## src/pkg/flash_host_pkg.sv

```systemverilog
package flash_host_pkg;

    // widths of the user address, the pin bus and the data bus
    localparam int unsigned ADDR_W = 19;
    localparam int unsigned PIN_W = 11;
    localparam int unsigned DATA_W = 8;
    localparam int unsigned COL_W = 8;

    // clock and timing figures, each time in ns and its derived cycle count
    localparam int unsigned CLK_PERIOD_NS = 8;
    localparam int unsigned PHASE_NS = 24;
    localparam int unsigned PHASE_CYC = (PHASE_NS + CLK_PERIOD_NS - 1) / CLK_PERIOD_NS;
    localparam logic [3:0] PHASE_LAST = 4'(PHASE_CYC - 1);
    localparam int unsigned RESET_HOLD_NS = 100;
    localparam int unsigned RESET_HOLD_CYC = (RESET_HOLD_NS + CLK_PERIOD_NS - 1) / CLK_PERIOD_NS;
    localparam logic [7:0] RESET_HOLD_LAST = 8'(RESET_HOLD_CYC - 1);
    localparam int unsigned FULL_VALID_NS = 1000;
    localparam int unsigned FULL_VALID_CYC = (FULL_VALID_NS + CLK_PERIOD_NS - 1) / CLK_PERIOD_NS;
    localparam logic [7:0] FULL_VALID_LAST = 8'(FULL_VALID_CYC - 1);

    // guarded sequence addresses and codes
    localparam logic [18:0] UNLOCK1_ADDR = 19'h0_5555;
    localparam logic [18:0] UNLOCK2_ADDR = 19'h0_2aaa;
    localparam logic [7:0] UNLOCK1_DATA = 8'haa;
    localparam logic [7:0] UNLOCK2_DATA = 8'h55;
    localparam logic [7:0] ERASE_SETUP = 8'h80;
    localparam logic [7:0] PROGRAM_SETUP = 8'ha0;
    localparam logic [7:0] BLOCK_ERASE_CODE = 8'h30;
    localparam logic [7:0] BLOCK_ERASE_ALT_CODE = 8'h50;
    localparam logic [7:0] CHIP_ERASE_CODE = 8'h10;
    localparam logic [7:0] ID_ENTRY_CODE = 8'h90;
    localparam logic [7:0] ID_EXIT_CODE = 8'hf0;

    // number of writes in each guarded sequence
    localparam logic [2:0] PROGRAM_LEN = 3'h4;
    localparam logic [2:0] ERASE_LEN = 3'h6;
    localparam logic [2:0] ID_LEN = 3'h3;

    // status bit positions and the polling value of a finished erase
    localparam int unsigned POLL_STATUS_BIT = 7;
    localparam int unsigned TOGGLE_STATUS_BIT = 6;
    localparam logic ERASE_DONE_POLL = 1'b1;
    localparam logic [1:0] GOOD_READS_LAST = 2'h2;

    // user commands
    typedef enum logic [2:0] {
        CMD_READ = 3'h0,
        CMD_PROGRAM = 3'h1,
        CMD_BLOCK_ERASE = 3'h2,
        CMD_CHIP_ERASE = 3'h3,
        CMD_ID_READ = 3'h4,
        CMD_RESET = 3'h5
    } cmd_kind_t;

endpackage

```

## src/hw/flash_bus_cycle.sv

```systemverilog
// one read or write bus cycle on the multiplexed pins
module flash_bus_cycle (
    input wire logic core_clk_i,
    input wire logic rst_b_i,
    input wire logic start_i,
    input wire logic write_i,
    input wire logic [18:0] addr_i,
    input wire logic [7:0] wdata_i,
    input wire logic [7:0] pin_dq_i,
    output logic done_o,
    output logic [7:0] rdata_o,
    output logic [10:0] pin_addr_o,
    output logic pin_rc_b_o,
    output logic pin_we_b_o,
    output logic pin_oe_b_o,
    output logic [7:0] pin_dq_o,
    output logic pin_dq_oe_o
);

    typedef enum logic [5:0] {
        CY_IDLE = 6'h01,
        CY_ROW = 6'h02,
        CY_ROWL = 6'h04,
        CY_COL = 6'h08,
        CY_COLH = 6'h10,
        CY_STRB = 6'h20
    } cyc_state_t;

    cyc_state_t state_r, state_nxt;
    logic [3:0] cnt_r, cnt_nxt;
    logic wr_r, wr_nxt;
    logic [18:0] addr_r, addr_nxt;
    logic [7:0] wdata_r, wdata_nxt;
    logic done_nxt;
    logic [7:0] rdata_nxt;
    logic [10:0] pin_addr_nxt;
    logic rc_b_nxt, we_b_nxt, oe_b_nxt, dq_oe_nxt;
    logic last;

    // phase sequencing and pin values for the next cycle
    always_comb
    begin
        state_nxt = state_r;
        cnt_nxt = cnt_r;
        wr_nxt = wr_r;
        addr_nxt = addr_r;
        wdata_nxt = wdata_r;
        done_nxt = 1'b0;
        rdata_nxt = rdata_o;
        last = (cnt_r == flash_host_pkg::PHASE_LAST);
        if (state_r != CY_IDLE)
        begin
            cnt_nxt = last ? 4'h0 : cnt_r + 4'h1;
        end
        unique case (state_r)
            CY_IDLE:
            begin
                cnt_nxt = 4'h0;
                if (start_i)
                begin
                    state_nxt = CY_ROW;
                    wr_nxt = write_i;
                    addr_nxt = addr_i;
                    wdata_nxt = wdata_i;
                end
            end
            CY_ROW: if (last) state_nxt = CY_ROWL;
            CY_ROWL: if (last) state_nxt = CY_COL;
            CY_COL: if (last) state_nxt = CY_COLH;
            CY_COLH: if (last) state_nxt = CY_STRB;
            CY_STRB:
            begin
                if (last)
                begin
                    state_nxt = CY_IDLE;
                    done_nxt = 1'b1;
                    if (!wr_r)
                    begin
                        rdata_nxt = pin_dq_i; // sampled while the gate is still low
                    end
                end
            end
        endcase
        // row on fall of the strobe, column on its rise
        pin_addr_nxt = (state_nxt == CY_COL || state_nxt == CY_COLH || state_nxt == CY_STRB)
            ? {3'h0, addr_nxt[18:11]} : addr_nxt[10:0];
        rc_b_nxt = !(state_nxt == CY_ROWL || state_nxt == CY_COL);
        // write strobe low with output gate high; device latches on its rise
        we_b_nxt = !(state_nxt == CY_STRB && wr_nxt);
        oe_b_nxt = !(state_nxt == CY_STRB && !wr_nxt);
        // drive data only while the gate is high, held one cycle past the strobe rise
        dq_oe_nxt = wr_nxt && (state_nxt == CY_COLH || state_nxt == CY_STRB || state_r == CY_STRB);
    end

    // register state and pins
    always_ff @(posedge core_clk_i)
    begin
        if (!rst_b_i)
        begin
            state_r <= CY_IDLE;
            cnt_r <= 4'h0;
            wr_r <= 1'b0;
            addr_r <= 19'h0_0000;
            wdata_r <= 8'h00;
            done_o <= 1'b0;
            rdata_o <= 8'h00;
            pin_addr_o <= 11'h000;
            pin_rc_b_o <= 1'b1;
            pin_we_b_o <= 1'b1;
            pin_oe_b_o <= 1'b1;
            pin_dq_o <= 8'h00;
            pin_dq_oe_o <= 1'b0;
        end
        else
        begin
            state_r <= state_nxt;
            cnt_r <= cnt_nxt;
            wr_r <= wr_nxt;
            addr_r <= addr_nxt;
            wdata_r <= wdata_nxt;
            done_o <= done_nxt;
            rdata_o <= rdata_nxt;
            pin_addr_o <= pin_addr_nxt;
            pin_rc_b_o <= rc_b_nxt;
            pin_we_b_o <= we_b_nxt;
            pin_oe_b_o <= oe_b_nxt;
            pin_dq_o <= wdata_nxt;
            pin_dq_oe_o <= dq_oe_nxt;
        end
    end

endmodule // flash_bus_cycle

```

## src/hw/flash_program_host.sv

```systemverilog
// Contract
// - row bits 10..0 on strobe fall, column bits 18..11 on strobe rise
// - byte program follows four guarded writes, last carries address and data
// - caller must have erased the target block before programming it
// - block erase is six guarded writes ending with block address and 30H/50H
// - chip erase is six writes ending with 10H at 5555H
// - after a doubtful status read, read twice more and need both valid
module flash_program_host (
    input wire logic core_clk_i,
    input wire logic rst_b_i,
    input wire logic cmd_valid_i,
    input wire flash_host_pkg::cmd_kind_t cmd_kind_i,
    input wire logic [18:0] cmd_addr_i,
    input wire logic [7:0] cmd_data_i,
    output logic cmd_ready_o,
    output logic done_o,
    output logic fail_o,
    output logic [7:0] rdata_o,
    output logic [10:0] pin_addr_o,
    output logic pin_rc_b_o,
    output logic pin_we_b_o,
    output logic pin_oe_b_o,
    output logic pin_rst_b_o,
    input wire logic [7:0] pin_dq_i,
    output logic [7:0] pin_dq_o,
    output logic pin_dq_oe_o
);

    typedef enum logic [8:0] {
        ST_IDLE = 9'h001,
        ST_RESET = 9'h002,
        ST_WRITE = 9'h004,
        ST_POLL = 9'h008,
        ST_SETTLE = 9'h010,
        ST_VERIFY = 9'h020,
        ST_READ = 9'h040,
        ST_EXIT = 9'h080,
        ST_DONE = 9'h100
    } host_state_t;

    host_state_t state_r, state_nxt;
    flash_host_pkg::cmd_kind_t kind_r, kind_nxt;
    logic [18:0] addr_r, addr_nxt;
    logic [7:0] data_r, data_nxt;
    logic [2:0] step_r, step_nxt;
    logic [7:0] wait_r, wait_nxt;
    logic [1:0] good_r, good_nxt;
    logic have_prev_r, have_prev_nxt;
    logic prev_tog_r, prev_tog_nxt;
    logic start_r, start_nxt;
    logic wr_r, wr_nxt;
    logic [18:0] cyc_addr_r, cyc_addr_nxt;
    logic [7:0] cyc_data_r, cyc_data_nxt;
    logic ready_nxt, done_nxt, fail_nxt, dev_rst_b_nxt;
    logic [7:0] rdata_nxt;
    logic cyc_done;
    logic [7:0] cyc_rdata;
    logic [2:0] seq_len;
    logic [26:0] seq_word;
    logic exp_poll, status_ok;

    // number of guarded writes for the held command
    always_comb
    begin
        unique case (kind_r)
            flash_host_pkg::CMD_PROGRAM: seq_len = flash_host_pkg::PROGRAM_LEN;
            flash_host_pkg::CMD_BLOCK_ERASE: seq_len = flash_host_pkg::ERASE_LEN;
            flash_host_pkg::CMD_CHIP_ERASE: seq_len = flash_host_pkg::ERASE_LEN;
            default: seq_len = flash_host_pkg::ID_LEN;
        endcase
    end

    // address and data of guarded write number step_nxt, only known codes are sent
    always_comb
    begin
        seq_word = {flash_host_pkg::UNLOCK1_ADDR, flash_host_pkg::UNLOCK1_DATA};
        unique case (step_nxt)
            3'h0: seq_word = {flash_host_pkg::UNLOCK1_ADDR, flash_host_pkg::UNLOCK1_DATA};
            3'h1: seq_word = {flash_host_pkg::UNLOCK2_ADDR, flash_host_pkg::UNLOCK2_DATA};
            3'h2:
            begin
                if (kind_r == flash_host_pkg::CMD_PROGRAM)
                    seq_word = {flash_host_pkg::UNLOCK1_ADDR, flash_host_pkg::PROGRAM_SETUP};
                else if (kind_r == flash_host_pkg::CMD_ID_READ)
                    seq_word = {flash_host_pkg::UNLOCK1_ADDR, flash_host_pkg::ID_ENTRY_CODE};
                else
                    seq_word = {flash_host_pkg::UNLOCK1_ADDR, flash_host_pkg::ERASE_SETUP};
            end
            3'h3:
            begin
                // program target: caller has erased its block beforehand
                if (kind_r == flash_host_pkg::CMD_PROGRAM)
                    seq_word = {addr_r, data_r};
                else
                    seq_word = {flash_host_pkg::UNLOCK1_ADDR, flash_host_pkg::UNLOCK1_DATA};
            end
            3'h4: seq_word = {flash_host_pkg::UNLOCK2_ADDR, flash_host_pkg::UNLOCK2_DATA};
            default:
            begin
                if (kind_r == flash_host_pkg::CMD_CHIP_ERASE)
                    seq_word = {flash_host_pkg::UNLOCK1_ADDR, flash_host_pkg::CHIP_ERASE_CODE};
                else if (data_r[0])
                    seq_word = {addr_r, flash_host_pkg::BLOCK_ERASE_ALT_CODE};
                else
                    seq_word = {addr_r, flash_host_pkg::BLOCK_ERASE_CODE};
            end
        endcase
    end

    // a status read is good when bit 7 shows the finished value and bit 6 stopped
    always_comb
    begin
        exp_poll = (kind_r == flash_host_pkg::CMD_PROGRAM) ? data_r[flash_host_pkg::POLL_STATUS_BIT]
            : flash_host_pkg::ERASE_DONE_POLL;
        status_ok = have_prev_r && (cyc_rdata[flash_host_pkg::POLL_STATUS_BIT] == exp_poll)
            && (cyc_rdata[flash_host_pkg::TOGGLE_STATUS_BIT] == prev_tog_r);
    end

    // command sequencer
    always_comb
    begin
        state_nxt = state_r;
        kind_nxt = kind_r;
        addr_nxt = addr_r;
        data_nxt = data_r;
        step_nxt = step_r;
        wait_nxt = wait_r;
        good_nxt = good_r;
        have_prev_nxt = have_prev_r;
        prev_tog_nxt = prev_tog_r;
        start_nxt = 1'b0;
        wr_nxt = wr_r;
        cyc_addr_nxt = cyc_addr_r;
        cyc_data_nxt = cyc_data_r;
        fail_nxt = fail_o;
        rdata_nxt = rdata_o;
        unique case (state_r)
            ST_IDLE:
            begin
                // new commands only here, so nothing is written while the device is busy
                if (cmd_valid_i && cmd_ready_o)
                begin
                    kind_nxt = cmd_kind_i;
                    addr_nxt = cmd_addr_i;
                    data_nxt = cmd_data_i;
                    step_nxt = 3'h0;
                    wait_nxt = 8'h00;
                    fail_nxt = 1'b0;
                    unique case (cmd_kind_i)
                        flash_host_pkg::CMD_RESET: state_nxt = ST_RESET;
                        flash_host_pkg::CMD_READ:
                        begin
                            state_nxt = ST_READ;
                            start_nxt = 1'b1;
                            wr_nxt = 1'b0;
                            cyc_addr_nxt = cmd_addr_i;
                        end
                        default: state_nxt = ST_WRITE;
                    endcase
                end
            end
            ST_RESET:
            begin
                // hold the device reset pin low for the reset time
                wait_nxt = wait_r + 8'h01;
                if (wait_r == flash_host_pkg::RESET_HOLD_LAST)
                    state_nxt = ST_DONE;
            end
            ST_WRITE:
            begin
                if (!start_r && !cyc_done && step_r == 3'h0 && wait_r == 8'h00)
                begin
                    start_nxt = 1'b1;
                    wr_nxt = 1'b1;
                    wait_nxt = 8'h01;
                    cyc_addr_nxt = seq_word[26:8];
                    cyc_data_nxt = seq_word[7:0];
                end
                else if (cyc_done)
                begin
                    if (step_r == seq_len - 3'h1)
                    begin
                        start_nxt = 1'b1;
                        wr_nxt = 1'b0;
                        have_prev_nxt = 1'b0;
                        good_nxt = 2'h0;
                        if (kind_r == flash_host_pkg::CMD_ID_READ)
                        begin
                            // identification select lies in address bits 1:0
                            state_nxt = ST_READ;
                            cyc_addr_nxt = {17'h0_0000, addr_r[1:0]};
                        end
                        else
                        begin
                            // status is valid once the last write strobe has risen
                            state_nxt = ST_POLL;
                            cyc_addr_nxt = (kind_r == flash_host_pkg::CMD_CHIP_ERASE) ? 19'h0_0000 : addr_r;
                        end
                    end
                    else
                    begin
                        step_nxt = step_r + 3'h1;
                        start_nxt = 1'b1;
                        cyc_addr_nxt = seq_word[26:8];
                        cyc_data_nxt = seq_word[7:0];
                    end
                end
            end
            ST_POLL:
            begin
                // only status reads while the operation runs
                if (cyc_done)
                begin
                    have_prev_nxt = 1'b1;
                    prev_tog_nxt = cyc_rdata[flash_host_pkg::TOGGLE_STATUS_BIT];
                    start_nxt = 1'b1;
                    good_nxt = status_ok ? good_r + 2'h1 : 2'h0;
                    // completion needs the finishing read and two more good ones
                    if (status_ok && good_r == flash_host_pkg::GOOD_READS_LAST)
                    begin
                        start_nxt = 1'b0;
                        if (kind_r == flash_host_pkg::CMD_PROGRAM)
                        begin
                            state_nxt = ST_SETTLE;
                            wait_nxt = 8'h00;
                        end
                        else
                        begin
                            state_nxt = ST_DONE;
                            rdata_nxt = cyc_rdata;
                        end
                    end
                end
            end
            ST_SETTLE:
            begin
                // wait out the interval before the whole byte is trusted
                wait_nxt = wait_r + 8'h01;
                if (wait_r == flash_host_pkg::FULL_VALID_LAST)
                begin
                    state_nxt = ST_VERIFY;
                    start_nxt = 1'b1;
                end
            end
            ST_VERIFY:
            begin
                if (cyc_done)
                begin
                    state_nxt = ST_DONE;
                    rdata_nxt = cyc_rdata;
                    fail_nxt = (cyc_rdata != data_r);
                end
            end
            ST_READ:
            begin
                if (cyc_done)
                begin
                    rdata_nxt = cyc_rdata;
                    if (kind_r == flash_host_pkg::CMD_ID_READ)
                    begin
                        state_nxt = ST_EXIT;
                        start_nxt = 1'b1;
                        wr_nxt = 1'b1;
                        cyc_data_nxt = flash_host_pkg::ID_EXIT_CODE;
                    end
                    else
                        state_nxt = ST_DONE;
                end
            end
            ST_EXIT: if (cyc_done) state_nxt = ST_DONE;
            ST_DONE: state_nxt = ST_IDLE;
        endcase
        ready_nxt = (state_nxt == ST_IDLE);
        done_nxt = (state_nxt == ST_DONE);
        // device reset low under our reset and during a reset command
        dev_rst_b_nxt = (state_nxt != ST_RESET);
    end

    // register the sequencer
    always_ff @(posedge core_clk_i)
    begin
        if (!rst_b_i)
        begin
            state_r <= ST_IDLE;
            kind_r <= flash_host_pkg::CMD_READ;
            addr_r <= 19'h0_0000;
            data_r <= 8'h00;
            step_r <= 3'h0;
            wait_r <= 8'h00;
            good_r <= 2'h0;
            have_prev_r <= 1'b0;
            prev_tog_r <= 1'b0;
            start_r <= 1'b0;
            wr_r <= 1'b0;
            cyc_addr_r <= 19'h0_0000;
            cyc_data_r <= 8'h00;
            cmd_ready_o <= 1'b0;
            done_o <= 1'b0;
            fail_o <= 1'b0;
            rdata_o <= 8'h00;
            pin_rst_b_o <= 1'b0;
        end
        else
        begin
            state_r <= state_nxt;
            kind_r <= kind_nxt;
            addr_r <= addr_nxt;
            data_r <= data_nxt;
            step_r <= step_nxt;
            wait_r <= wait_nxt;
            good_r <= good_nxt;
            have_prev_r <= have_prev_nxt;
            prev_tog_r <= prev_tog_nxt;
            start_r <= start_nxt;
            wr_r <= wr_nxt;
            cyc_addr_r <= cyc_addr_nxt;
            cyc_data_r <= cyc_data_nxt;
            cmd_ready_o <= ready_nxt;
            done_o <= done_nxt;
            fail_o <= fail_nxt;
            rdata_o <= rdata_nxt;
            pin_rst_b_o <= dev_rst_b_nxt;
        end
    end

    // pin-level bus cycles
    flash_bus_cycle u_cycle (
        .core_clk_i(core_clk_i),
        .rst_b_i(rst_b_i),
        .start_i(start_r),
        .write_i(wr_r),
        .addr_i(cyc_addr_r),
        .wdata_i(cyc_data_r),
        .pin_dq_i(pin_dq_i),
        .done_o(cyc_done),
        .rdata_o(cyc_rdata),
        .pin_addr_o(pin_addr_o),
        .pin_rc_b_o(pin_rc_b_o),
        .pin_we_b_o(pin_we_b_o),
        .pin_oe_b_o(pin_oe_b_o),
        .pin_dq_o(pin_dq_o),
        .pin_dq_oe_o(pin_dq_oe_o)
    );

endmodule // flash_program_host

```

## config.mk

```make
export PLATFORM = sky130hd
export DESIGN_NAME = flash_program_host
export DESIGN_NICKNAME = d
export VERILOG_FILES = /design/src/pkg/flash_host_pkg.sv /design/src/hw/flash_bus_cycle.sv /design/src/hw/flash_program_host.sv
export SDC_FILE = /design/constraint.sdc
export NUM_CORES = 1
export LEC_CHECK = 0
export BUFFER_PORTS_ARGS = -buffer_cell sky130_fd_sc_hd__buf_2
export CAP_MARGIN = 5
export CORE_ASPECT_RATIO = 1.1
export CORE_UTILIZATION = 40
export CTS_CLUSTER_DIAMETER = 120
export CTS_CLUSTER_SIZE = 24
export DETAILED_ROUTE_END_ITERATION = 8
export HOLD_SLACK_MARGIN = 0.03
export PLACE_DENSITY = 0.56
export REMOVE_ABC_BUFFERS = 1
export SLEW_MARGIN = 20
export SYNTH_ARGS = -nofsm -noshare
export SYNTH_HDL_FRONTEND = slang
export SYNTH_SLANG_ARGS = --single-unit
```

## constraint.sdc

```tcl
create_clock -name core_clk_i -period 4.48 [get_ports core_clk_i]
set_input_delay 0.224 -clock core_clk_i [delete_from_list [all_inputs] [get_ports core_clk_i]]
set_output_delay 0.224 -clock core_clk_i [all_outputs]
set_load 0.02 [all_outputs]
```

Word level (Yosys, flattened, before mapping)
Index checks and enable logic that the tools add are counted.
W data, S select, Z words.
{ "classes": {"bitwise": 2, "addsub": 5, "reduce_logical": 51, "shifts": 0, "eq_ne": 57, "div": 0, "muxes": 97, "order_cmp": 0, "n_mul": 0} }
{ "op_table": {"columns": ["cell", "n"], "rows": [
  ["$mux W19", 9],
  ["$mux W8", 15],
  ["$mux W9", 12],
  ["$pmux W27 S4", 1],
  ["$pmux W9 S8", 1],
  ["$mux W27", 2],
  ["$mux W6", 7],
  ["$pmux W19 S2", 1],
  ["$pmux W6 S6", 1],
  ["$pmux W8 S2", 2],
  ["$pmux W8 S4", 1],
  ["$mux W1", 24],
  ["$eq A9 B1 Y1 const B", 2],
  ["$eq A9 B9 Y1 const B", 2],
  ["$ne A2 B2 Y1 const B", 8],
  ["$reduce_and A5 Y1", 3],
  ["$mux W7", 2],
  ["$pmux W7 S2", 1],
  ["$reduce_or A2 Y1", 7],
  ["$eq A3 B2 Y1 const B", 4],
  ["$eq A6 B3 Y1 const B", 2],
  ["$eq A6 B4 Y1 const B", 2],
  ["$eq A6 B5 Y1 const B", 2],
  ["$eq A6 B6 Y1 const B", 2],
  ["51 further kinds", 99]
]} }
{ "word_totals": {"mem_count": 0, "wordCells": 243, "mem_bits_rw": 0, "reg_bits": 157, "mem_bits_ro": 0, "latch_bits": 0} }

Depth between registers and ports, before layout
Gate-level depths: netlist of the first run.
{ "depth": {"word_depth": 16, "mapped_depth": 12} }

By module
A second synthesis of the first run with hierarchy kept.
{ "hier_totals": {"cells_unflattened": 929, "area_unflattened_um2": 7609.8} }
{ "modules_own_cells": {"columns": ["mod", "cells_per_inst", "area_per_inst_um2", "instances"], "rows": [
  ["flash_program_host", 663, 5210.0, 1],
  ["flash_bus_cycle", 266, 2399.8, 1]
]} }

Worst setup path after synthesis of the first run
No wires, ideal clock.
{ "synth_timing": {"path_kind": "reg-to-reg", "start": "register state_r[4]", "end": "register wait_r[7]", "arrival_time_ps": 2818, "period_less_slack_ps": 2949, "slack_ps": 1531, "setup_time_ps": 130, "path_buffers": 2, "stages_incl_launch_ff": 11, "cell_sequence": "dfxtp_1 > buf_6 > or4_4 > or4_4 > a2bb2oi_1 > or4_1 > buf_2 > or3_4 > nor2_4 > xnor2_1 > nor2_1"} }
{ "synth_via": {"elab_chain_cells": 4, "elab_cells_between_ends": 14, "classes_between": "eq/ne: 10; mux: 1; reduce/logical: 3"} }
{ "synth_lines": {"columns": ["element", "line_no", "text"], "rows": [
  ["start: declaration", "flash_program_host.sv:41", "host_state_t state_r, state_nxt;"],
  ["start signal: assignment", "flash_program_host.sv:305", "state_r <= state_nxt;"],
  ["$eq A9 B5 Y1 or $eq A9 B2 Y1 (tied branches)", "flash_program_host.sv:137", "unique case (state_r)"],
  ["$reduce_or A2 Y1 (no source line)", null, null],
  ["$reduce_bool A4 Y1 (no source line)", null, null],
  ["$reduce_and A6 Y1 (no source line)", null, null],
  ["end signal: assignment", "flash_program_host.sv:310", "wait_r <= wait_nxt;"],
  ["end: declaration", "flash_program_host.sv:46", "logic [7:0] wait_r, wait_nxt;"]
]} }
Several ways; a longest one is shown, not always the timed one.
A chain may end at the register's enable or synchronous reset.

Final worst setup path of the first run
{ "layout_timing": {"start": "register state_r[4]", "end": "register cyc_addr_r[17]"} }
{ "layout_via": {"elab_chain_cells": 9, "elab_cells_between_ends": 19, "classes_between": "eq/ne: 9; mux: 6; reduce/logical: 4"} }
{ "layout_lines": {"columns": ["element", "line_no", "text"], "rows": [
  ["$eq A9 B3 Y1 or $eq A9 B1 Y1 (tied branches)", "flash_program_host.sv:137", null],
  ["$pmux W3 S2", "flash_program_host.sv:137", null],
  ["$eq A3 B3 Y1 or $eq A3 B1 Y1 (tied branches)", "flash_program_host.sv:77", "unique case (step_nxt)"],
  ["$reduce_or A2 Y1 (no source line)", null, null],
  ["$pmux W27 S4", "flash_program_host.sv:77", null],
  ["$mux W19", "flash_program_host.sv:181", "if (step_r == seq_len - 3'h1)"],
  ["$mux W19", "flash_program_host.sv:179", "else if (cyc_done)"],
  ["$mux W19", "flash_program_host.sv:171", "if (!start_r && !cyc_done && step_r == 3'h0 && wait_r == 8'h00)"],
  ["$pmux W19 S2", "flash_program_host.sv:137", null],
  ["end signal: assignment", "flash_program_host.sv:316", "cyc_addr_r <= cyc_addr_nxt;"],
  ["end: declaration", "flash_program_host.sv:52", "logic [18:0] cyc_addr_r, cyc_addr_nxt;"]
]} }
Several ways; a longest one is shown, not always the timed one. The select of a mux whose other input is x is not followed.

==> results of run 1 <==
-- cell usage in the layout, fill, tap and decap left out, types with 7 or more instances in the layout --
cell type / count
mux2i_1: 27
nand4_1: 8
and3_1: 8
buf_2: 75
a31oi_1: 8
or3_1: 19
xnor2_1: 10
nor3_1: 14
o32ai_1: 9
nand2b_1: 10
buf_4: 16
dfxtp_1: 157
a21o_1: 11
nand3_1: 16
o21ai_0: 33
xor2_1: 16
nand2_1: 147
a222oi_1: 7
nor2_1: 92
dlygate4sd3_1: 20
inv_1: 27
nor4_1: 17
and2_1: 8
a21oi_1: 99
clkbuf_16: 17
or2_2: 7
o211ai_1: 12
o2111ai_1: 13
-- routing by layer --
layer / vias up / wire length (um)
li1: 3505 / -
met2: 197 / 9360
met1: 3238 / 10400
met3: 28 / 900
met5: - / 0
met4: 0 / 404
-- repair_timing --
item | in CTS | in global routing
hold buffers | 20 | 0
hold endpoints to repair | 20 | 0
resized for setup | 0 | 0
-- critical path, cell delays in order, from the launching register on --
cell and delay, ps:
dfxtp_1 410, nor4_1 590, nand3_1 140, buf_4 220, a21oi_1 310, a21boi_0 410, o221ai_1 320, o31ai_1 640
nor2_1 190, o21ai_0 190
-- kinds of logic (layout without fill, tap and decap cells) --
logic type / Yosys count / in the layout
muxes: 28 / 28
DFF: 157 / 157
buffers and inverters: 86 / 171
adders and majority gates: 5 / 5
AOI/OAI and AO/OA: 251 / 251
and+or+nand+nor: 385 / 385
xor gates and xnor gates: 26 / 26
-- registers in the layout, indices dropped and copies added (netlist names), 8 cells and up --
signal and cells:
u_cycle.pin_addr_o 11, u_cycle.rdata_o 8, u_cycle.addr_r 19, wait_r 8, u_cycle.wdata_r 8, addr_r 19, cyc_data_r 8, data_r 8
state_r 9, rdata_o 8, cyc_addr_r 19
-- cell type report --
| type | instances | area [um2] |
|---|---|---|
| Clock inverter | 13 | 144 |
| Multi-Input combinational cell | 695 | 4040 |
| Tap cell | 243 | 304 |
| Inverter | 28 | 106 |
| Timing Repair Buffer | 111 | 696 |
| Clock buffer | 19 | 453 |
| Fill cell | 1865 | 9520 |
| Sequential cell | 157 | 3140 |
-- per-stage QoR --
stage | hold slack [ps] | cell area, um2 | total power (uW)
2_1_floorplan | 286 | 7290 | 1630
3_3_place_gp | 440 | 8090 | 1730
3_5_place_dp | 446 | 8090 | 1730
4_1_cts | 30.9 | 8890 | 3220
5_1_grt | 42.1 | 8890 | 3310
6_report | 45.9 | 8890 | 3190
-- final timing paths --
| kind | to | cells past startpoint |
|---|---|---|
| setup / recovery | cyc_addr_r[17] | 9 |
| hold reg to reg | u_cycle.wdata_r[7] | 2 |
| setup reg to reg | cyc_addr_r[17] | 9 |
| hold / removal | addr_r[7] | 3 |
-- report_power, final --
part	leakage [uW]	switching, uW	internal (uW)
clock network	0.000299	655	822
logic	0.00178	149	94.9
registers	0.00127	40.1	1430
==> out/results.ini, run 1 <==
[hold_path]
hp-start=cmd_addr_i[7]
hold_path.class=in -> reg

[timing]
finalSetupViolCount=0
finalCriticalPeriod_ps=3480
timing.slew.headroom=0.310
clock.fmax_mhz=287
fin_ws_ps=995
worstMarginPinSlew_ps=1030
post-route-period-util=0.778
hold_violations=0
rsz0062_at_grt=no
slew_violations=0
finalSetupTns_ps=0
skew_ps=8.86

[logic_synthesis]
yosysUniqueCellTypes=69
synth_seq_area_share=0.418
syn_inst=938
syn_area_um2=7520
syn_area_per_cell_um2=8.02
synth_common_cells=dfxtp_1, nand2_1, a21oi_1
ys.flop_type=dfxtp_1
synth_edf_count=0
yosys.area_share.adder=0.00832
async_flop_share=0
synth_xor_area_frac=0.0303
yosysTopAreaCell=dfxtp_1
synth_top_family_by_area=simple AND/OR/NAND/NOR gates
synth-seq-cells=157
yosys.cell_count.top_type=dfxtp_1
yosys.area_share.simple=0.246
synth.yosys.warnings=0
synth_compound_area_frac=0.215
synth.area.mux_share=0.0374
synth.area.top_cells=dfxtp_1, nand2_1, a21oi_1
synth_top_area_frac=0.418

[placed_design]
gp_congestion=0.876
hpwl_mm=14.5
dp_slack_ps=1040
io_buffer_count=75
place_inst=1214

[floorplanning]
die_w_um=133
die-area_um2=19400
core-area_um2=18400
die_h_um=146
io_pins=76
start_util=0.408
rows=52

[global_route]
grt_pass1_wl_mm=34.7
antenna_found_initial=0
top_usage_layer=met2
grt_max_degree=62
grt_use_met2=0.341
met3_usage=0.0334
overflow=0
grt_usage=0.225
use_met1=0.318
first_global_vias=6523

[critical_path]
required_ps=4840
arrival_ps=3850
crit_fanout=13
worst-r2r-setup-slack_ps=1000
crit_path_end_kind=flop
critical_path_class=reg -> reg
cp-startpoint=state_r[4]
rr_startpoint=state_r[4]
crit_path_start_kind=flop

[layout]
syn_to_final_growth_pct=18.2
fin_util=0.483
final_nets=1056
antennaDiodeCount=0
drive_gt1_frac=0.145
final_cells=1266

[detailed_routing]
drc_errors=0
wl_per_cell_um=16.6
detail_route.first_pass.iterations=5
ant_nets=0
drt_iter0_drc=562
routed_wirelength_mm=21.1
via_per_inst=5.50
via_count=6968

[outcome]
status=complete, no violations

[clock_tree]
cts_num_sinks=157
htreeDepth=4
post_cts_buffers=0
clock_latency_ps=440
ctsRootBufferMaster=clkbuf_16
cts_tree=done
clkSlewWorstSetupHoldPaths_ps=70
clockBufferDepth=2
cts_buffers=17

[run]
maxCapViolations=0

[power_and_ir_drop]
p_leak_uw=0.00335
power.density_nw_per_um2=359
ir_worst_vdd_mv=0.311

Power figures use the tool's default switching activity.
==> inputs of run 2 (changes only) <==
--- a/config.mk
+++ b/config.mk
@@ -5,6 +5,7 @@
 export SDC_FILE = /design/constraint.sdc
 export NUM_CORES = 1
 export LEC_CHECK = 0
+export ABC_AREA = 1
 export BUFFER_PORTS_ARGS = -buffer_cell sky130_fd_sc_hd__buf_2
 export CAP_MARGIN = 5
 export CORE_ASPECT_RATIO = 1.1
==> constraint.sdc (replaced) <==
create_clock -name core_clk_i -period 3.4 [get_ports core_clk_i]
set_input_delay 0.17 -clock core_clk_i [delete_from_list [all_inputs] [get_ports core_clk_i]]
set_output_delay 0.17 -clock core_clk_i [all_outputs]
set_load 0.02 [all_outputs]
==> run 2 against run 1 <==
  * Worst setup slack worse by 300 ps
  * Clock power is 36% higher
  * Die area is 3.7% higher
  * Sequential cell count stayed put
  * Largest power group is now sequential cells
==> out/results.ini, run 2 <==
[layout]
syn_to_final_growth_pct=16.8
final_cells=1456  ; +15%
final_nets=1243  ; +18%
seq_area_um2=3140  ; unchanged
final_area_um2=9110  ; +2.5%
fillerInstances=2012  ; +7.9%
antennaDiodeCount=0  ; unchanged
final_cell_mix=nand2_1, dfxtp_1, nor2_1, inv_1, o21ai_0
largest_registers=addr_r (19), cyc_addr_r (19), u_cycle.addr_r (19)
multi_input_comb_area_um2=3860  ; -4.5%
final_common_cell=nand2_1
drive_gt1_frac=0.143  ; -0.00158

[critical_path]
critical_path_class=reg -> reg
crit_path_end_kind=flop
reg2regPathDepth=12  ; +3
required_ps=3750  ; -1090 ps
max_stage_delay_ps=320  ; -320 ps
crit_chain=inv_1 > ha_1 > nand3_1 > nor2_1 > nand2_1 > nand2_2 > inv_1 > nor2_1 > inv_1 > a21oi_1 > o21ai_0 > a31oi_1
cp_num_buf_inv=3  ; +2
crit_fanout=14  ; +1
worst-r2r-setup-slack_ps=700  ; -300 ps
crit_family=simple AND/OR/NAND/NOR gates
cpMostUsedCell=inv_1
rr_startpoint=wait_r[0]
crit_path_start_kind=flop
arrival_ps=3050  ; -800 ps
crit_path_top_delay_cell=dfxtp_1
reg2reg_to=cyc_data_r[5]

[hold_path]
hp-start=cmd_data_i[3]
holdPathStages=3  ; unchanged
hold_path.class=in -> reg
min_to=data_r[3]

[power_and_ir_drop]
ir_worst_vdd_mv=0.362  ; +16%
p_leak_uw=0.00389  ; +16%
power.density_nw_per_um2=557  ; +55%
fin_total_pwr_uw=5070  ; +59%

[timing]
post-route-period-util=0.795  ; +0.0176
worstMarginPinSlew_ps=792  ; -237 ps
hold_violations=0  ; unchanged
clock.fmax_mhz=370  ; +29%
finalCriticalPeriod_ps=2700  ; -780 ps
skew_ps=15.2  ; +6.34 ps
finalSetupTns_ps=0  ; unchanged
finalSetupViolCount=0  ; unchanged
timing.slew.headroom=0.472  ; +0.161
rsz0062_at_grt=no
slew_violations=0  ; unchanged

[placed_design]
place_area_um2=8320  ; +2.9%
hpwl_mm=14.8  ; +1.8%
gp_congestion=0.869  ; -0.80%
place_inst=1407  ; +16%
io_buffer_count=75  ; unchanged

[detailed_routing]
wl_per_cell_um=14.4  ; -14%
detail_route.first_pass.iterations=5  ; unchanged
via_count=7431  ; +6.6%
ant_nets=0  ; unchanged
drt_iter0_drc=454  ; -19%
drc_errors=0  ; unchanged
routed_wirelength_mm=20.9  ; -0.72%
via_per_inst=5.10  ; -7.3%

[floorplanning]
die_w_um=135  ; +1.8%
die_h_um=148  ; +1.8%
core-area_um2=19100  ; +3.7%
rows=53  ; +1.9%
die-area_um2=20100  ; +3.7%
start_util=0.408  ; about the same
io_pins=76  ; unchanged

[logic_synthesis]
synth_seq_area_share=0.403  ; -0.0150
yosysUniqueCellTypes=51  ; -26%
synth.yosys.warnings=0  ; unchanged
synth_top_area_frac=0.403  ; -0.0150
syn_area_um2=7800  ; +3.7%
synth-seq-cells=157  ; unchanged
yosysTopAreaCell=dfxtp_1
yosys.cell_count.top_type=nand2_1
syn_inst=1123  ; +20%
ys.flop_type=dfxtp_1
syn_area_per_cell_um2=6.95  ; -13%
async_flop_share=0  ; unchanged
synth_common_cells=nand2_1, dfxtp_1, nor2_1
synth.area.top_cells=dfxtp_1, nand2_1, nor2_1
synth_edf_count=0  ; unchanged

[clock_tree]
post_cts_buffers=0  ; unchanged
cts_num_sinks=157  ; unchanged
ctsRootBufferMaster=clkbuf_16
post_cts_resized=0  ; unchanged
htreeDepth=4  ; unchanged
cts_buffers=17  ; unchanged
cts_tree=done
clockBufferDepth=2  ; unchanged
clkSlewWorstSetupHoldPaths_ps=70  ; about the same
clock_latency_ps=430  ; about the same

[global_route]
overflow=0  ; unchanged
grt_pass1_wl_mm=35.2  ; +1.7%
grt_max_degree=51  ; -18%
antenna_found_initial=0  ; unchanged
first_global_vias=7036  ; +7.9%
grt_usage=0.220  ; -0.00487

[outcome]
status=complete, no violations

[run]
maxCapViolations=0  ; unchanged

-- run 2: cell count changes after synthesis, sizes merged, moves of 18 or more --
cell and change:
inv +117, o21ai +83, nor2 +72, nand3 +53, nand2 +38, mux2i -27
nor3 +22, nand4 +20, or3 -20, clkbuf -18
-- run 2: per-layer routing --
layer  track usage  share of wire  vias up
li1              -              -     3872
met1         0.287           0.49     3414
met2         0.376           0.47      130
met3        0.0372          0.033       15
met4        0.0517         0.0071        0
met5             0              0        -
-- run 2: stage by stage --
step | setup WS [ps] | hold slack [ps] | util
CTS | 718 | 34.6 | 0.477
global route | 318 | 60.9 | 0.477
floorplan | 689 | 239 | -
global placement | 800 | 410 | 0.436
finish | 696 | 51.8 | 0.477
detailed placement | 740 | 412 | 0.436
-- run 2: kinds of logic (layout without fill, tap and decap cells) --
logic type / after synthesis / count (layout) / synth area share
buffers and inverters: 196 / 282 / 0.103
XOR/XNOR: 4 / 4 / 0.00449
flip-flops: 157 / 157 / 0.403
adder cells (fa/ha/maj): 5 / 5 / 0.00802
AO/OA/AOI/OAI: 267 / 267 / 0.189
AND/OR/NAND/NOR: 494 / 494 / 0.293
-- run 2: worst reg2reg max path, cell delays in order, from the launching register on --
cell	delay, ps
dfxtp_1	320
inv_1	100
ha_1	180
nand3_1	80
nor2_1	230
nand2_1	190
nand2_2	270
inv_1	320
nor2_1	280
inv_1	120
a21oi_1	270
o21ai_0	120
a31oi_1	160
-- run 2: worst max-delay path by stage --
stage / slack [ps] / endpoint / startpoint / cells past startpoint
finish: 700 / cyc_data_r[5] / wait_r[0] / 12
global route: 320 / cyc_data_r[5] / step_r[0] / 12
CTS: 720 / cyc_data_r[7] / wait_r[0] / 12
detailed placement: 740 / cyc_data_r[5] / wait_r[0] / 12
global placement: 800 / cyc_data_r[5] / wait_r[0] / 12
floorplan: 690 / u_cycle.pin_dq_oe_o / u_cycle.state_r[4] / 10
-- run 2: where the power goes --
group	total [uW]	internal (uW)	leakage, uW	switching, uW
Combinational	902	290	0.00231	612
Sequential	2160	2030	0.00127	127
Clock	2010	1170	0.000303	838
-- run 2: cell type report --
cell class                      instances  share of cell area
Sequential cell                       157               0.345
Timing Repair Buffer                  104              0.0700
Clock buffer                           17              0.0467
Clock inverter                         14              0.0202
Tap cell                              247              0.0339
Inverter                              147              0.0608
Multi-Input combinational cell        770               0.424
-- run 2: what timing repair did --
action,4_1_cts,5_1_grt
setup endpoints to repair,0,0
hold endpoints to repair,18,0
hold buffers,18,0
==> inputs of run 3 (changes only) <==
==> constraint.sdc (replaced) <==
create_clock -name core_clk_i -period 2.5 [get_ports core_clk_i]
set_input_delay 0.125 -clock core_clk_i [delete_from_list [all_inputs] [get_ports core_clk_i]]
set_output_delay 0.125 -clock core_clk_i [all_outputs]
set_load 0.02 [all_outputs]
==> run 3 against run 2 <==
  * Total power grew 32%
  * Global-route usage decreased by 0.053 points
  * Register-to-register slack worse by 450 ps
  * Wire length increased by 1.8%
  * Critical endpoint is now cyc_addr_r[1]
==> out/results.ini, run 3 (synthesized netlist as in run 2, its figures left out) <==
[outcome]
status=complete, no violations

[clock_tree]
post_cts_buffers=0  ; unchanged
clock_latency_ps=430  ; about the same
clockBufferDepth=2  ; unchanged
ctsRootBufferMaster=clkbuf_16
htreeDepth=4  ; unchanged
cts_num_sinks=157  ; unchanged
cts_buffers=17  ; unchanged
clkSlewWorstSetupHoldPaths_ps=60  ; about the same
cts_tree=done

[hold_path]
holdPathStages=3  ; unchanged
hp-start=cmd_kind_i[2]
min_to=kind_r[2]
hold_path.class=in -> reg

[timing]
clock.fmax_mhz=443  ; +20%
finalCriticalPeriod_ps=2260  ; -448 ps
rsz0062_at_grt=no
timing.slew.headroom=0.563  ; +0.0916
worstMarginPinSlew_ps=654  ; -137 ps
hold_violations=0  ; unchanged
finalSetupViolCount=0  ; unchanged
slew_violations=0  ; unchanged
post-route-period-util=0.902  ; +0.107
fin_ws_ps=244  ; -452 ps
skew_ps=8.63  ; -6.57 ps

[layout]
multi_input_comb_area_um2=3880  ; +0.45%
seq_area_um2=3140  ; about the same
antennaDiodeCount=0  ; unchanged
final_common_cell=nand2_1
final_area_um2=9380  ; +2.9%
fillerInstances=1955  ; -2.8%
largest_registers=addr_r (19), cyc_addr_r (19), u_cycle.addr_r (19)
syn_to_final_growth_pct=20.2
final_cell_mix=nand2_1, dfxtp_1, nor2_1, inv_1, o21ai_0
drive_gt1_frac=0.154  ; +0.0107
final_nets=1275  ; +2.6%

[power_and_ir_drop]
p_int_uw=4520  ; +29%
pwr-share-seq=0.441  ; +0.015
pwr-share-comb=0.194  ; +0.016
p_clk_frac=0.364  ; -0.032
power.density_nw_per_um2=712  ; +28%
sw_frac_of_total=0.323  ; +0.0120
p_leak_uw=0.00401  ; +3.2%
ir_worst_vdd_mv=0.440  ; +22%
power.switching_uw=2160  ; +37%

[placed_design]
io_buffer_count=75  ; unchanged
gp_congestion=0.891  ; +2.5%
hpwl_mm=14.8  ; -0.14%
place_area_um2=8460  ; +1.7%
dp_slack_ps=188  ; -553 ps

[global_route]
antenna_found_initial=0  ; unchanged
first_global_vias=7056  ; +0.28%
overflow=0  ; unchanged
grt_max_degree=85  ; +67%
grt_usage=0.220  ; -0.000528
grt_pass1_wl_mm=35.0  ; -0.57%

[critical_path]
critical_path_class=reg -> reg
rr_startpoint=wait_r[0]
reg2regPathDepth=15  ; +3
crit_path_end_kind=flop
crit_fanout=10  ; -4
required_ps=2810  ; -940 ps
worst-r2r-setup-slack_ps=240  ; -450 ps
crit_path_start_kind=flop
reg2reg_to=cyc_addr_r[1]
arrival_ps=2570  ; -480 ps

[run]
maxCapViolations=0  ; unchanged

[floorplanning]
die-area_um2=20100  ; unchanged
rows=53  ; unchanged
core-area_um2=19100  ; unchanged
start_util=0.408  ; unchanged
io_pins=76  ; unchanged
die_w_um=135  ; unchanged
die_h_um=148  ; unchanged

[detailed_routing]
via_per_inst=5.04  ; -1.3%
drt_iter0_drc=427  ; -5.9%
via_count=7501  ; +0.94%
drc_errors=0  ; unchanged
wl_per_cell_um=14.3  ; -0.43%
detail_route.first_pass.iterations=6  ; +1
routed_wirelength_mm=21.3  ; +1.8%
ant_nets=0  ; unchanged

-- run 3: worst max path at each step --
stage                             from             endpoint  slack (ps)  depth (start not counted)
floorplan           u_cycle.state_r[4]  u_cycle.pin_dq_oe_o        -210                         10
global placement             wait_r[0]            wait_r[1]         180                         12
detailed placement           wait_r[0]            wait_r[1]         190                         12
CTS                          wait_r[0]            wait_r[1]         170                         12
global route                 wait_r[0]        cyc_addr_r[5]          10                         15
finish                       wait_r[0]        cyc_addr_r[1]         240                         15
-- run 3: timing repair --
action,4_1_cts,5_1_grt
resized for setup,0,5
hold endpoints to repair,51,0
endpoints found under the setup margin,0,13
hold buffers,35,0
-- run 3: layer usage --
| metal | up-vias | wire, um | GRT usage |
|---|---|---|---|
| met5 | - | 0 | 0 |
| met4 | 0 | 219 | 0.0674 |
| met2 | 176 | 9940 | 0.370 |
| met3 | 15 | 806 | 0.0324 |
| met1 | 3374 | 10300 | 0.287 |
| li1 | 3936 | - | - |
-- run 3: cell type report --
cell class,instances,area share
repair buffers,136,0.101
clock buffers,19,0.0472
multi-input cells,770,0.413
well taps,247,0.0330
clock inverters,13,0.0112
inverters,147,0.0591
flip-flops and latches,157,0.335
-- run 3: power groups by stage --
stage,logic [uW],registers (uW),clock network (uW)
final,1300,2950,2430
after global routing,1460,2980,2600
after CTS,1290,2940,2500
after detailed placement,1250,2990,0
after global placement,1250,3000,0
after floorplan,818,2960,0
-- run 3: per-stage QoR --
stage          cells  utilization  power [uW]  hold slack (ps)  TNS, ps
6_report        1489        0.491        6680             49.1        0
5_1_grt         1489        0.491        7040             80.5        0
4_1_cts         1489        0.490        6730             43.0        0
3_5_place_dp    1422        0.443        4240              371        0
3_3_place_gp    1422        0.443        4250              365        0
2_1_floorplan   1074            -        3780              194    -3250
-- run 3: critical path, stage by stage (launching register included) --
cell     delay, ps
dfxtp_1        330
inv_1           90
ha_1           180
nand3_1         90
nor2_2         200
nand2_1        160
nand2_2        130
o21ai_2         80
nand2_4        180
nor2_1          70
nand2_1         60
nand2_1        100
nor2_4         240
nand3_1        100
nand2_1         70
a21oi_1         60
